### config.mk
export PLATFORM = sky130hd
export DESIGN_NAME = rx_checksum_filter_status
export DESIGN_NICKNAME = d
export VERILOG_FILES = /design/src/rtl/rx_filter_pkg.sv /design/src/rtl/rx_checksum_filter_status.sv
export SDC_FILE = /design/constraint.sdc
export NUM_CORES = 1
export LEC_CHECK = 0
export ABC_AREA = 1
export BUFFER_PORTS_ARGS = -buffer_cell sky130_fd_sc_hd__buf_2
export CELL_PAD_IN_SITES_DETAIL_PLACEMENT = 0
export CELL_PAD_IN_SITES_GLOBAL_PLACEMENT = 2
export CORE_MARGIN = 2
export CORE_UTILIZATION = 34
export CTS_BUF_LIST = sky130_fd_sc_hd__clkbuf_4 sky130_fd_sc_hd__clkbuf_8 sky130_fd_sc_hd__clkbuf_16
export CTS_CLUSTER_SIZE = 8
export DETAILED_ROUTE_END_ITERATION = 6
export GPL_TIMING_DRIVEN = 0
export PLACE_DENSITY_LB_ADDON = 0.1
export SYNTH_ARGS = -nofsm -noshare
export SYNTH_HDL_FRONTEND = slang
export SYNTH_SLANG_ARGS = --single-unit
export TNS_END_PERCENT = 10
### constraint.sdc
create_clock -name ref_clk -period 6.3 [get_ports ref_clk]
set_input_delay 1.26 -clock ref_clk [delete_from_list [all_inputs] [get_ports ref_clk]]
set_output_delay 1.26 -clock ref_clk [all_outputs]
set_load 0.01 [all_outputs]
### src/rtl/rx_filter_pkg.sv
/*
   Constants, register map and frame descriptor type for the receive
   checksum filter and frame status block.
   Assumes a host on AXI4-Lite with 32-bit data and a receive datapath
   on the same clock that reports each finished frame as one descriptor.
*/
// Notes on behaviour
// - Fragment-pass bit set lets fragmented UDP frames skip the checksum check.
// - Fragment-pass bit clear applies UDP checksum checks regardless of fragmentation.
// - Zero-checksum bit set passes non-Lite UDP frames with zero checksum, else drops them.
// - UDP-Lite enable set verifies Lite checksums on receive, generates on transmit.
// - UDP-Lite enable clear passes Lite frames and skips transmit Lite checksum.
// - ICMP check enable discards non-fragment ICMP frames with a bad checksum.
// - Source filter enable drops frames whose source equals the station address.
// - Free transmit memory is reported in bytes in a 13-bit read-only field.
// - Frame-valid bit set only when a finished frame and its status wait.
// - Status flags bad ICMP, IP header, TCP and UDP checksums in bits 13-10.
// - Status marks broadcast, multicast (broadcast too) and unicast in bits 7-5.
// - Status bit 4 reports a media interface symbol error in the frame.
// - Frame-type bit set when length field exceeds 1500, meaningless for runts.
// - Too-long bit set above 2000 bytes; such frames kept only with bad-pass.
// - Too-long flags and, without bad-pass, drops the frame; frames are never truncated for it.
// - Status is readable once per frame the frame counter reports.
package rx_filter_pkg;

   // Printed register indices; byte address is four times the index
   localparam logic [7:0] IDX_CHECKSUM_CONTROL = 8'h76;
   localparam logic [7:0] IDX_TRANSMIT_FREE = 8'h78;
   localparam logic [7:0] IDX_FRAME_STATUS = 8'h7c;
   localparam logic [7:0] IDX_STATION_LOW = 8'h40;
   localparam logic [7:0] IDX_STATION_MID = 8'h41;
   localparam logic [7:0] IDX_STATION_HIGH = 8'h42;
   localparam logic [7:0] IDX_FILTER_OPTIONS = 8'h43;
   localparam logic [7:0] IDX_FRAME_RELEASE = 8'h44;
   localparam logic [7:0] IDX_FRAME_COUNT = 8'h45;
   localparam logic [7:0] IDX_INT_STATUS = 8'h46;
   localparam logic [7:0] IDX_INT_MASK = 8'h47;

   // Checksum control fields
   localparam int FRAGMENT_PASS_BIT = 4;
   localparam int ZERO_PASS_BIT = 3;
   localparam int LITE_ENABLE_BIT = 2;
   localparam int ICMP_CHECK_BIT = 1;
   localparam int SOURCE_FILTER_BIT = 0;
   localparam logic [4:0] CHECKSUM_CONTROL_RESET = 5'h04;

   // Filter options fields
   localparam int BAD_PASS_BIT = 0;
   localparam int UDP_CHECK_BIT = 1;
   localparam logic [1:0] FILTER_OPTIONS_RESET = 2'h0;

   // Frame status fields
   localparam int VALID_BIT = 15;
   localparam int ICMP_BAD_BIT = 13;
   localparam int IP_BAD_BIT = 12;
   localparam int TCP_BAD_BIT = 11;
   localparam int UDP_BAD_BIT = 10;
   localparam int BROADCAST_BIT = 7;
   localparam int MULTICAST_BIT = 6;
   localparam int UNICAST_BIT = 5;
   localparam int SYMBOL_ERROR_BIT = 4;
   localparam int FRAME_TYPE_BIT = 3;
   localparam int TOO_LONG_BIT = 2;

   // Interrupt events
   localparam int EVENT_RECEIVED = 0;
   localparam int EVENT_DROPPED = 1;
   localparam int EVENT_OVERFLOW = 2;
   localparam int EVENT_COUNT = 3;

   // Length limits in bytes
   localparam logic [15:0] ETHERTYPE_MIN_LENGTH = 16'h05dc;
   localparam logic [15:0] TOO_LONG_LENGTH = 16'h07d0;

   localparam logic [1:0] RESP_OKAY = 2'h0;
   localparam logic [1:0] RESP_SLVERR = 2'h2;

   // One finished frame as classified by the receive datapath
   typedef struct packed {
      logic isUdp;
      logic isUdpLite;
      logic isIcmp;
      logic isFragment;
      logic udpChecksumZero;
      logic icmpChecksumBad;
      logic ipHeaderChecksumBad;
      logic tcpChecksumBad;
      logic udpChecksumBad;
      logic symbolError;
      logic runt;
      logic [47:0] sourceAddress;
      logic [47:0] destAddress;
      logic [15:0] typeLength;
      logic [15:0] frameLength;
   } frame_info_type;

endpackage : rx_filter_pkg

### src/rtl/rx_checksum_filter_status.sv
/*
   Receive checksum filter, transmit free-space report and per-frame
   receive status queue, with an AXI4-Lite register slave and interrupt.
   Assumes frame descriptors and the free-byte count come from logic on
   ref_clk, and that the host releases each frame after reading status.
*/
// The AXI4-Lite register port is this design's own decision.
`timescale 1ns/10ps
module rx_checksum_filter_status #(
   parameter int STATUS_DEPTH = 8,
   parameter int COUNT_WIDTH = 4
) (
   // Clock and reset
   input wire logic ref_clk,
   input wire logic resetn,
   // AXI4-Lite write address and data
   input wire logic [11:0] s_axi_awaddr,
   input wire logic s_axi_awvalid,
   output logic s_axi_awready,
   input wire logic [31:0] s_axi_wdata,
   input wire logic [3:0] s_axi_wstrb,
   input wire logic s_axi_wvalid,
   output logic s_axi_wready,
   // AXI4-Lite write response
   output logic [1:0] s_axi_bresp,
   output logic s_axi_bvalid,
   input wire logic s_axi_bready,
   // AXI4-Lite read
   input wire logic [11:0] s_axi_araddr,
   input wire logic s_axi_arvalid,
   output logic s_axi_arready,
   output logic [31:0] s_axi_rdata,
   output logic [1:0] s_axi_rresp,
   output logic s_axi_rvalid,
   input wire logic s_axi_rready,
   // Receive datapath
   input wire logic frameEnd,
   input wire rx_filter_pkg::frame_info_type frameInfo,
   output logic frameAccept,
   output logic frameDrop,
   // Transmit side
   input wire logic [12:0] transmitFreeBytes,
   output logic txUdpLiteChecksumGen,
   // Interrupt
   output logic irq
);
   import rx_filter_pkg::*;

   // Merge a write into a 16-bit register by byte strobes
   function automatic logic [15:0] mergeBytes(input logic [15:0] old,
                                              input logic [31:0] data,
                                              input logic [3:0] strb);
      logic [15:0] result;
      result = old;
      if (strb[0]) begin
         result[7:0] = data[7:0];
      end
      if (strb[1]) begin
         result[15:8] = data[15:8];
      end
      return result;
   endfunction : mergeBytes

   // Byte address of a register index
   function automatic logic [11:0] byteAddr(input logic [7:0] index);
      return {2'h0, index, 2'h0};
   endfunction : byteAddr

   logic [4:0] checksumControl;
   logic [1:0] filterOptions;
   logic [47:0] stationAddress;
   logic [EVENT_COUNT-1:0] intStatus;
   logic [EVENT_COUNT-1:0] intMask;
   logic [12:0] transmitFree;
   logic [15:0] statusMem [STATUS_DEPTH];
   logic [COUNT_WIDTH-1:0] readPtr;
   logic [COUNT_WIDTH-1:0] writePtr;
   logic [COUNT_WIDTH-1:0] frameCount;
   logic awFull;
   logic wFull;
   logic [11:0] awAddr;
   logic [31:0] wData;
   logic [3:0] wStrb;

   // Control fields
   wire fragmentPass = checksumControl[FRAGMENT_PASS_BIT];
   wire zeroPass = checksumControl[ZERO_PASS_BIT];
   wire liteEnable = checksumControl[LITE_ENABLE_BIT];
   wire icmpCheck = checksumControl[ICMP_CHECK_BIT];
   wire sourceFilter = checksumControl[SOURCE_FILTER_BIT];
   wire badPass = filterOptions[BAD_PASS_BIT];
   wire udpCheck = filterOptions[UDP_CHECK_BIT];

   // UDP check: Lite frames follow the Lite enable, fragments may be waived
   wire liteChecked = frameInfo.isUdpLite & liteEnable;
   wire plainChecked = ~frameInfo.isUdpLite & udpCheck;
   wire fragmentWaived = frameInfo.isFragment & fragmentPass;
   wire udpDrop = frameInfo.isUdp & frameInfo.udpChecksumBad & ~frameInfo.udpChecksumZero
                  & (liteChecked | plainChecked) & ~fragmentWaived;
   // Zero checksum means no checksum was sent; dropped unless allowed
   wire zeroDrop = frameInfo.isUdp & ~frameInfo.isUdpLite & frameInfo.udpChecksumZero
                   & ~zeroPass;
   wire icmpDrop = icmpCheck & frameInfo.isIcmp & ~frameInfo.isFragment
                   & frameInfo.icmpChecksumBad;
   wire sourceDrop = sourceFilter & (frameInfo.sourceAddress == stationAddress);
   wire tooLong = frameInfo.frameLength > TOO_LONG_LENGTH;
   wire longDrop = tooLong & ~badPass;
   wire dropNow = udpDrop | zeroDrop | icmpDrop | sourceDrop | longDrop;
   wire queueFull = frameCount == COUNT_WIDTH'(STATUS_DEPTH);
   wire pushStatus = frameEnd & ~dropNow & ~queueFull;
   wire overflow = frameEnd & ~dropNow & queueFull;

   // Destination class; first octet on the wire sits in the top byte
   wire isBroadcast = &frameInfo.destAddress;
   wire isMulticast = frameInfo.destAddress[40];
   wire typeIsEthertype = ~frameInfo.runt & (frameInfo.typeLength > ETHERTYPE_MIN_LENGTH);

   // Status word for the queue; valid bit is added on read
   logic [15:0] pushWord;
   always_comb begin
      pushWord = 16'h0000;
      pushWord[ICMP_BAD_BIT] = frameInfo.icmpChecksumBad;
      pushWord[IP_BAD_BIT] = frameInfo.ipHeaderChecksumBad;
      pushWord[TCP_BAD_BIT] = frameInfo.tcpChecksumBad;
      pushWord[UDP_BAD_BIT] = frameInfo.udpChecksumBad;
      pushWord[BROADCAST_BIT] = isBroadcast;
      pushWord[MULTICAST_BIT] = isMulticast;
      pushWord[UNICAST_BIT] = ~isMulticast;
      pushWord[SYMBOL_ERROR_BIT] = frameInfo.symbolError;
      pushWord[FRAME_TYPE_BIT] = typeIsEthertype;
      pushWord[TOO_LONG_BIT] = tooLong;
   end

   // Write channel: both halves held, then one register update
   wire doWrite = awFull & wFull & ~s_axi_bvalid;
   wire wrChecksum = doWrite & (awAddr == byteAddr(IDX_CHECKSUM_CONTROL));
   wire wrStationLow = doWrite & (awAddr == byteAddr(IDX_STATION_LOW));
   wire wrStationMid = doWrite & (awAddr == byteAddr(IDX_STATION_MID));
   wire wrStationHigh = doWrite & (awAddr == byteAddr(IDX_STATION_HIGH));
   wire wrOptions = doWrite & (awAddr == byteAddr(IDX_FILTER_OPTIONS));
   wire wrRelease = doWrite & (awAddr == byteAddr(IDX_FRAME_RELEASE));
   wire wrIntStatus = doWrite & (awAddr == byteAddr(IDX_INT_STATUS));
   wire wrIntMask = doWrite & (awAddr == byteAddr(IDX_INT_MASK));
   wire wrReadOnly = (awAddr == byteAddr(IDX_TRANSMIT_FREE))
                     | (awAddr == byteAddr(IDX_FRAME_STATUS))
                     | (awAddr == byteAddr(IDX_FRAME_COUNT));
   wire wrMapped = wrChecksum | wrStationLow | wrStationMid | wrStationHigh | wrOptions
                   | wrRelease | wrIntStatus | wrIntMask | (doWrite & wrReadOnly);
   wire [15:0] checksumMerged = mergeBytes({11'h000, checksumControl}, wData, wStrb);
   wire [15:0] optionsMerged = mergeBytes({14'h0000, filterOptions}, wData, wStrb);
   wire [15:0] maskMerged = mergeBytes({13'h0000, intMask}, wData, wStrb);

   // Releasing the head frame advances the status queue
   wire popStatus = wrRelease & wStrb[0] & wData[0] & (frameCount != '0);
   wire [EVENT_COUNT-1:0] intClear = (wrIntStatus & wStrb[0]) ? wData[EVENT_COUNT-1:0]
                                     : '0;
   wire [EVENT_COUNT-1:0] intSet = {overflow, frameEnd & dropNow, pushStatus};
   // Next mask too, so a mask write moves irq in the same cycle as the mask
   wire [EVENT_COUNT-1:0] next_intMask = wrIntMask ? maskMerged[EVENT_COUNT-1:0] : intMask;
   wire [EVENT_COUNT-1:0] next_intStatus = (intStatus & ~intClear) | intSet;

   // Read decode
   wire [15:0] headStatus = statusMem[readPtr[$clog2(STATUS_DEPTH)-1:0]];
   wire headValid = frameCount != '0;
   wire arTake = s_axi_arvalid & s_axi_arready;
   logic [31:0] readValue;
   logic readHit;
   always_comb begin
      readHit = 1'b1;
      readValue = 32'h00000000;
      if (s_axi_araddr == byteAddr(IDX_CHECKSUM_CONTROL)) begin
         readValue[4:0] = checksumControl;
      end else if (s_axi_araddr == byteAddr(IDX_TRANSMIT_FREE)) begin
         readValue[12:0] = transmitFree;
      end else if (s_axi_araddr == byteAddr(IDX_FRAME_STATUS)) begin
         readValue[15:0] = headValid ? (headStatus | 16'h8000) : 16'h0000;
      end else if (s_axi_araddr == byteAddr(IDX_STATION_LOW)) begin
         readValue[15:0] = stationAddress[15:0];
      end else if (s_axi_araddr == byteAddr(IDX_STATION_MID)) begin
         readValue[15:0] = stationAddress[31:16];
      end else if (s_axi_araddr == byteAddr(IDX_STATION_HIGH)) begin
         readValue[15:0] = stationAddress[47:32];
      end else if (s_axi_araddr == byteAddr(IDX_FILTER_OPTIONS)) begin
         readValue[1:0] = filterOptions;
      end else if (s_axi_araddr == byteAddr(IDX_FRAME_RELEASE)) begin
         readValue = 32'h00000000;
      end else if (s_axi_araddr == byteAddr(IDX_FRAME_COUNT)) begin
         readValue[COUNT_WIDTH-1:0] = frameCount;
      end else if (s_axi_araddr == byteAddr(IDX_INT_STATUS)) begin
         readValue[EVENT_COUNT-1:0] = intStatus;
      end else if (s_axi_araddr == byteAddr(IDX_INT_MASK)) begin
         readValue[EVENT_COUNT-1:0] = intMask;
      end else begin
         readHit = 1'b0;
      end
   end

   // Write address and data capture, in either order
   always_ff @(posedge ref_clk or negedge resetn) begin
      if (!resetn) begin
         awFull <= 1'b0;
         wFull <= 1'b0;
         s_axi_awready <= 1'b1;
         s_axi_wready <= 1'b1;
         awAddr <= 12'h000;
         wData <= 32'h00000000;
         wStrb <= 4'h0;
      end else begin
         if (s_axi_awvalid & s_axi_awready) begin
            awFull <= 1'b1;
            s_axi_awready <= 1'b0;
            awAddr <= s_axi_awaddr;
         end else if (doWrite) begin
            awFull <= 1'b0;
         end
         if (s_axi_wvalid & s_axi_wready) begin
            wFull <= 1'b1;
            s_axi_wready <= 1'b0;
            wData <= s_axi_wdata;
            wStrb <= s_axi_wstrb;
         end else if (doWrite) begin
            wFull <= 1'b0;
         end
         // Ready again only once the response is taken
         if (s_axi_bvalid & s_axi_bready) begin
            s_axi_awready <= 1'b1;
            s_axi_wready <= 1'b1;
         end
      end
   end

   // Write response; unmapped addresses answer with a slave error
   always_ff @(posedge ref_clk or negedge resetn) begin
      if (!resetn) begin
         s_axi_bvalid <= 1'b0;
         s_axi_bresp <= RESP_OKAY;
      end else if (doWrite) begin
         s_axi_bvalid <= 1'b1;
         s_axi_bresp <= wrMapped ? RESP_OKAY : RESP_SLVERR;
      end else if (s_axi_bready) begin
         s_axi_bvalid <= 1'b0;
      end
   end

   // Read channel: one read in flight, data taken at the address edge
   always_ff @(posedge ref_clk or negedge resetn) begin
      if (!resetn) begin
         s_axi_arready <= 1'b1;
         s_axi_rvalid <= 1'b0;
         s_axi_rdata <= 32'h00000000;
         s_axi_rresp <= RESP_OKAY;
      end else if (arTake) begin
         s_axi_arready <= 1'b0;
         s_axi_rvalid <= 1'b1;
         s_axi_rdata <= readValue;
         s_axi_rresp <= readHit ? RESP_OKAY : RESP_SLVERR;
      end else if (s_axi_rvalid & s_axi_rready) begin
         s_axi_arready <= 1'b1;
         s_axi_rvalid <= 1'b0;
      end
   end

   // Software-written control registers
   always_ff @(posedge ref_clk or negedge resetn) begin
      if (!resetn) begin
         checksumControl <= CHECKSUM_CONTROL_RESET;
         filterOptions <= FILTER_OPTIONS_RESET;
         stationAddress <= 48'h000000000000;
         intMask <= '0;
      end else begin
         if (wrChecksum) begin
            checksumControl <= checksumMerged[4:0];
         end
         if (wrOptions) begin
            filterOptions <= optionsMerged[1:0];
         end
         if (wrStationLow) begin
            stationAddress[15:0] <= mergeBytes(stationAddress[15:0], wData, wStrb);
         end
         if (wrStationMid) begin
            stationAddress[31:16] <= mergeBytes(stationAddress[31:16], wData, wStrb);
         end
         if (wrStationHigh) begin
            stationAddress[47:32] <= mergeBytes(stationAddress[47:32], wData, wStrb);
         end
         if (wrIntMask) begin
            intMask <= maskMerged[EVENT_COUNT-1:0];
         end
      end
   end

   // Sticky events; a set in the clearing cycle survives the clear
   always_ff @(posedge ref_clk or negedge resetn) begin
      if (!resetn) begin
         intStatus <= '0;
         irq <= 1'b0;
      end else begin
         intStatus <= next_intStatus;
         irq <= |(next_intStatus & next_intMask);
      end
   end

   // Status queue pointers and occupancy
   always_ff @(posedge ref_clk or negedge resetn) begin
      if (!resetn) begin
         readPtr <= '0;
         writePtr <= '0;
         frameCount <= '0;
      end else begin
         if (pushStatus) begin
            writePtr <= (writePtr == COUNT_WIDTH'(STATUS_DEPTH - 1)) ? '0
                        : writePtr + 1'b1;
         end
         if (popStatus) begin
            readPtr <= (readPtr == COUNT_WIDTH'(STATUS_DEPTH - 1)) ? '0
                       : readPtr + 1'b1;
         end
         frameCount <= frameCount + COUNT_WIDTH'(pushStatus) - COUNT_WIDTH'(popStatus);
      end
   end

   // Status storage; no reset needed since occupancy guards every read
   always_ff @(posedge ref_clk) begin
      if (pushStatus) begin
         statusMem[writePtr[$clog2(STATUS_DEPTH)-1:0]] <= pushWord;
      end
   end

   // Frame decision pulses, free-space snapshot and transmit Lite control
   always_ff @(posedge ref_clk or negedge resetn) begin
      if (!resetn) begin
         frameAccept <= 1'b0;
         frameDrop <= 1'b0;
         transmitFree <= 13'h0000;
         txUdpLiteChecksumGen <= 1'b0;
      end else begin
         frameAccept <= pushStatus;
         frameDrop <= frameEnd & (dropNow | queueFull);
         transmitFree <= transmitFreeBytes;
         txUdpLiteChecksumGen <= liteEnable;
      end
   end

   // Checks on the filter decisions, the status queue, transmit Lite control and irq
   AST_SOURCE_DROP: assert property (@(posedge ref_clk) disable iff (!resetn)
      frameEnd && sourceFilter && (frameInfo.sourceAddress == stationAddress)
      |=> frameDrop && !frameAccept)
      else $error("frame from own station address was not dropped");
   AST_ZERO_DROP: assert property (@(posedge ref_clk) disable iff (!resetn)
      frameEnd && frameInfo.isUdp && !frameInfo.isUdpLite && frameInfo.udpChecksumZero
      && !zeroPass |=> frameDrop)
      else $error("zero checksum UDP frame passed while not allowed");
   AST_ICMP_DROP: assert property (@(posedge ref_clk) disable iff (!resetn)
      frameEnd && icmpCheck && frameInfo.isIcmp && !frameInfo.isFragment
      && frameInfo.icmpChecksumBad |=> frameDrop && !frameAccept)
      else $error("bad ICMP frame was accepted");
   AST_LONG_DROP: assert property (@(posedge ref_clk) disable iff (!resetn)
      frameEnd && (frameInfo.frameLength > TOO_LONG_LENGTH) && !badPass |=> frameDrop)
      else $error("over-length frame accepted without bad-frame pass");
   AST_FRAGMENT_PASS: assert property (@(posedge ref_clk) disable iff (!resetn)
      frameEnd && frameInfo.isFragment && fragmentPass && !zeroDrop && !icmpDrop
      && !sourceDrop && !longDrop && !queueFull |=> frameAccept && !frameDrop)
      else $error("fragment frame failed UDP check with fragment pass set");
   AST_LITE_TX: assert property (@(posedge ref_clk) disable iff (!resetn)
      wrChecksum ##1 1'b1 |=> txUdpLiteChecksumGen == checksumControl[LITE_ENABLE_BIT])
      else $error("transmit Lite checksum control does not follow register");
   AST_POP_ADVANCE: assert property (@(posedge ref_clk) disable iff (!resetn)
      popStatus && !pushStatus |=> frameCount == $past(frameCount) - 1'b1)
      else $error("frame release did not advance status queue");
   AST_EMPTY_INVALID: assert property (@(posedge ref_clk) disable iff (!resetn)
      arTake && (s_axi_araddr == byteAddr(IDX_FRAME_STATUS)) && (frameCount == '0)
      |=> s_axi_rvalid && !s_axi_rdata[VALID_BIT])
      else $error("frame valid read high with empty queue");
   AST_IRQ_LEVEL: assert property (@(posedge ref_clk) disable iff (!resetn)
      irq == |(intStatus & intMask))
      else $error("interrupt not raised for unmasked event");

endmodule : rx_checksum_filter_status

==> summary.txt, run 1 <==
Setup Crit Path Kind: in -> reg
FFs w/ async S/R, synth: 64.44%
Total gr overflow: 0
Clock Pin Slew Worst Setup and Hold Paths: 0.05 ns
Sink Count: 225
First-pass DRT Iterations: 5
Post-synth EDFFs: 80
First-pass GRT wire length: 53060 um
Total die area: 0.03351 mm^2
Total power draw: 4.146 mW
I/O Pins: 265
Post-CTS Resized: 0
Synth top area share: 32.37%
Combinational share of power: 15.3%
Vias in the first global route: 9129
Multi-input logic area: 0.004148 mm^2
Final hold slack: 0.4234 ns
Worst-case vdd ir drop: 0.0001981 V
Origin of the critical flop-to-flop path: frameCount[2]
Worst Path Required: 6.41 ns
CP max FO: 10
Post-synthesis area per instance: 8.842 um^2
Chip height: 183.1 um
Die width: 183.1 um
Final ANT Viol Nets: 0
#FFs+latches synth: 225
Via count: 9433
H-tree Lvls: 2
Final-report hold violation count: 0
Core Util, Final: 43.69%
HP Class: reg -> reg
Initial antenna violation count: 0
Layout cells sized above 1: 24.14%
Sequential power share: 42.7%
Main synth FF type: dfrtp_1
Wire per inst: 18.26 um
Gr usage total: 21.04%
Clock tree buffer depth: 3
GPL Wtd Cong: 0.8366
Internal: 3.007 mW
Status: finished clean
Max Clock Skew: 0.01002 ns
DRC errors left: 0
Ys Warns: 0
Leak Pwr: 6.480 nW
Clk pwr share: 42.0%
WHS Path Cells: 0
Post-CTS Setup Bufs: 0
R2R cell count: 11
Hold Crit Endpoint: txUdpLiteChecksumGen
Initial Utilization: 34.55%
Top-count cell post-synth: nand2_1
Post-Syn Instances: 1233
Max Freq: 287.2 MHz
Post-synthesis cell type count: 53
Net Sw Frac: 27.48%
Layout area overhead: 26.47%
IO Port Bufs: 227
Core footprint: 0.03156 mm^2
Fillers: 3204
CTS Buf Count: 34
CP endpoint kind: flip-flop
Worst slew pin tran: 1.143 ns
WL final: 35470 um
Synth area leader: dfrtp_1
Worst-Skew Late Latency: 0.50 ns
Seq/Total Area, Yosys: 55.37%
Hold path startpoint: checksumControl[2]
Post-Syn Area: 0.01090 mm^2
Register area: 0.006036 mm^2
Power per Cell Area: 300.7 mW/mm^2
RSZ-0062 raised after global routing: false
P_sw: 1.140 mW
Largest net degree at the start of global routing: 75
Top post-synthesis cells by count: nand2_1 (283), o21ai_0 (145), dfrtp_1 (141)
Hold_buf cts: 0
Slew Limit Fails: 0
Synth area leaders: dfrtp_1 (32%), edfxtp_1 (22%), nand2_1 (9.7%)
Setup_tns: 0 ns
Final setup vio count: 0
Crit Reg-Reg Endpoint: frameCount[2]
Vias per std cell: 4.855
Row count: 65
Detailed Place HPWL: 27340 um
CTS tree: done
DR iter-0 viols: 627
Critical Path AT: 3.59 ns
Fin crit share: 55.27%
Fin crit period: 3.482 ns
Root Driver: clkbuf_16
Max-slew headroom: 23.51%
Final nets: 1749
# diodes: 0
Nature of the critical path startpoint: primary input
Maximum Capacitance Violations: 0
Reg2reg setup slack: 3.32 ns
-- critical path, cell delays in order --
cell and delay [ns]:
buf_2 0.10, nor3_1 0.16, nor3b_1 0.20, nand2_1 0.30, a21oi_2 0.31, nand3_1 0.15, buf_4 0.23, nor2_1 0.86
-- metrics by stage --
step           cell area [um^2]  setup WS [ns]  std cells
5_1_grt                   13790          2.517       1943
4_1_cts                   13780          2.568       1943
6_report                  13790          2.818       1943
3_5_place_dp              12740          2.015       1886
2_1_floorplan             10970          2.944       1250
3_3_place_gp              12600          1.625       1879
-- layer usage --
layer / share of wire [%] / global-route usage, %
met1: 48 / 30.90
met2: 44 / 32.74
met5: 0 / 0
met3: 6.3 / 3.296
met4: 1.7 / 4.832
-- cell usage in the layout (no fill, tap or decap), types with 21 or more instances in the layout --
cell / Yosys / layout
edfxtp_1: 80 / 80
dfrtp_1: 141 / 141
a21oi_1: 41 / 41
o21ai_0: 145 / 145
nor2_1: 133 / 133
clkbuf_16: 0 / 34
inv_1: 133 / 133
buf_2: 6 / 232
nand4_1: 21 / 21
nand3_1: 53 / 53
nand2_1: 283 / 283
-- state kept, by name (all words and copies together), names as in the netlist, 2 cells and up --
name	cells
writePtr	4
intStatus	3
checksumControl	5
intMask	3
statusMem	80
awAddr	12
transmitFree	13
filterOptions	2
wData	16
stationAddress	48
readPtr	4
wStrb	2
frameCount	4
s_axi_rdata	16
-- kinds of logic (layout without fill, tap and decap cells) --
kind of cell	after synthesis	count (layout)	synth area share, %
buffers and inverters	192	483	7.529
DFF	225	225	55.37
muxes	7	7	0.7231
adders and majority gates	9	9	1.102
AOI/OAI and AO/OA	238	238	12.25
other	1	18	0.03440
and+or+nand+nor	547	547	21.88
xor gates and xnor gates	14	14	1.125
-- power groups by stage --
stage	sequential [mW]	clock (mW)	combinational, mW
floorplan	1.78	0	0.375
global placement	1.79	0	0.624
detailed placement	1.80	0	0.641
CTS	1.77	1.78	0.645
global route	1.79	1.85	0.725
finish	1.77	1.74	0.634
-- final cells by class --
class,instances,share of cell area (%)
inverters,146,4.020
clock inverters,2,0.1543
repair buffers,234,8.975
plain buffers,46,1.933
well taps,402,3.648
flip-flops and latches,225,43.78
multi-input cells,833,30.08
clock buffers,55,7.405
-- worst max-delay path by stage --
| stage | startpoint | endpoint | slack [ns] |
|---|---|---|---|
| final | frameInfo[12] | statusMem[7][7] | 2.82 |
| after global routing | frameInfo[12] | statusMem[7][5] | 2.52 |
| after detailed placement | frameInfo[12] | statusMem[6][1] | 2.02 |
| after global placement | frameInfo[12] | statusMem[3][7] | 1.63 |
| after floorplan | frameInfo[12] | frameCount[2] | 2.94 |
| after CTS | frameInfo[12] | statusMem[6][8] | 2.57 |
(Power assumes the default switching activity.)
==> inputs of run 2 (changes only) <==
--- a/config.mk
+++ b/config.mk
@@ -10,7 +10,7 @@
 export CELL_PAD_IN_SITES_DETAIL_PLACEMENT = 0
 export CELL_PAD_IN_SITES_GLOBAL_PLACEMENT = 2
 export CORE_MARGIN = 2
-export CORE_UTILIZATION = 34
+export CORE_UTILIZATION = 32
 export CTS_BUF_LIST = sky130_fd_sc_hd__clkbuf_4 sky130_fd_sc_hd__clkbuf_8 sky130_fd_sc_hd__clkbuf_16
 export CTS_CLUSTER_SIZE = 8
 export DETAILED_ROUTE_END_ITERATION = 6
==> constraint.sdc (replaced) <==
create_clock -name ref_clk -period 3.38 [get_ports ref_clk]
set_input_delay 0.676 -clock ref_clk [delete_from_list [all_inputs] [get_ports ref_clk]]
set_output_delay 0.676 -clock ref_clk [all_outputs]
set_load 0.01 [all_outputs]
==> summary.txt, run 2 (synthesis results as in run 1) <==
Status: finished clean
Final-report hold violation count: 0
GPL Wtd Cong: 0.8525
Fillers: 3482
Vias per std cell: 4.718
Cell class contributing the biggest share of worst-path delay: simple AND/OR/NAND/NOR gates
Gr usage total: 20.35%
Non-Filler Instances: 1991
Largest stage delay on the critical path: 1.03 ns
DR iter-0 viols: 532
Layout cells sized above 1: 24.24%
WL final: 36100 um
Total gr overflow: 0
Worst-Skew Late Latency: 0.50 ns
Most frequent cells in the layout: nand2_1 (283), buf_2 (232), o21ai_0 (145)
Chip height: 188.6 um
Row count: 67
Worst slew pin tran: 1.365 ns
Worst path buffer plus inverter count: 2
Final hold slack: 0.1763 ns
Layout area overhead: 27.29%
Setup Crit Path Kind: reg -> reg
Clock tree buffer depth: 3
Hold_buf cts: 0
Leak Pwr: 6.499 nW
Worst Path Required: 3.48 ns
Detailed Place HPWL: 28050 um
# placed instances: 1932
# diodes: 0
Post-CTS Setup Bufs: 0
CP max-delay cell: nor2_1
Post-CTS Resized: 0
Critical Path AT: 3.19 ns
CTS Buf Count: 34
Wire per inst: 18.13 um
CP endpoint kind: flip-flop
Max Freq: 323.9 MHz
Core footprint: 0.03353 mm^2
First-pass GRT wire length: 54680 um
Final nets: 1749
Die width: 188.6 um
Multi-input logic area: 0.004148 mm^2
Clock Pin Slew Worst Setup and Hold Paths: 0.05 ns
Initial Utilization: 32.51%
Root Driver: clkbuf_16
Fin crit share: 91.35%
Register area: 0.006036 mm^2
CP max FO: 10
Commonest non-fill, non-tap cell in the layout: nand2_1
Initial antenna violation count: 0
I/O Pins: 265
Nature of the critical path startpoint: flip-flop
RSZ-0062 raised after global routing: false
Core Util, Final: 41.38%
Max Clock Skew: 0.01298 ns
Total die area: 0.03556 mm^2
Final ANT Viol Nets: 0
Max-slew headroom: 8.680%
Max FFs per register: 80
CP cell instances: inv_1 > nand2_1 > nand2_1 > nor2_1 > nand2_1 > nor2_1 > nand2_1 > nor2_1 > nand2_1 > nand3_1 > buf_4 > nor2_1
Worst-case vdd ir drop: 0.0004334 V
Most frequent CP cell: nand2_1
Power per Cell Area: 563.7 mW/mm^2
Largest net degree at the start of global routing: 76
Fin crit period: 3.088 ns
Maximum Capacitance Violations: 0
Final setup vio count: 0
First-pass DRT Iterations: 7
IO Port Bufs: 227
Via count: 9393
Slew Limit Fails: 0
CTS tree: done
Sink Count: 225
Vias in the first global route: 9226
DRC errors left: 0
HP Class: in -> async
H-tree Lvls: 2
run 2: cell count changes in the layout (fill, tap and decap cells not counted), sizes merged:
cell,before,now
clkbuf,74,76
inv,143,145
clkinv,5,3
run 2: layout make-up:
| cell class | count | share of cell area (%) |
|---|---|---|
| Sequential cell | 225 | 43.49 |
| Tap cell | 448 | 4.039 |
| Clock buffer | 57 | 7.592 |
| Buffer | 46 | 1.920 |
| Clock inverter | 2 | 0.2074 |
| Inverter | 146 | 3.994 |
| Timing Repair Buffer | 234 | 8.863 |
| Multi-Input combinational cell | 833 | 29.89 |
run 2: metrics by stage:
stage | setup TNS, ns | instance area (um^2) | setup slack (ns) | power (mW)
2_1_floorplan | 0 | 10970 | 0.6083 | 4.015
3_3_place_gp | -141.76 | 12660 | -0.7250 | 4.518
3_5_place_dp | -4.076 | 12790 | -0.2154 | 4.555
4_1_cts | 0 | 13870 | 0.2479 | 7.919
5_1_grt | 0 | 13880 | 0.07079 | 8.251
6_report | 0 | 13880 | 0.2924 | 7.822
run 2: worst paths after layout:
path,start,end,slack (ns),depth (start not counted)
setup / recovery,stationAddress[2],statusMem[7][5],0.29,12
min in group ref_clk,transmitFreeBytes[1],transmitFree[1],0.28,1
hold reg to reg,checksumControl[2],txUdpLiteChecksumGen,0.43,0
hold / removal,resetn,s_axi_rdata[9],0.18,1
setup reg to reg,stationAddress[2],statusMem[7][5],0.29,12
max in group asynchronous,resetn,checksumControl[2],2.35,2
run 2: report_power, final:
group,internal [mW],switching (mW)
clock,2.13,1.20
sequential,3.13,0.175
combinational,0.418,0.767
total,5.68,2.15
run 2: layer usage:
metal,vias to the layer above,GRT usage [%],wire length [um]
met2,272,31.65,16040
met1,4405,29.93,17450
met4,0,3.996,522
met5,-,0,0
li1,4676,-,-
met3,40,3.446,2085
run 2: worst reg2reg max path, cell delays in order, from the launching register on:
cell and delay, ns:
dfrtp_1 0.37, inv_1 0.19, nand2_1 0.10, nand2_1 0.08, nor2_1 0.04, nand2_1 0.10, nor2_1 0.06, nand2_1 0.06
nor2_1 0.04, nand2_1 0.21, nand3_1 0.18, buf_4 0.23, nor2_1 1.03
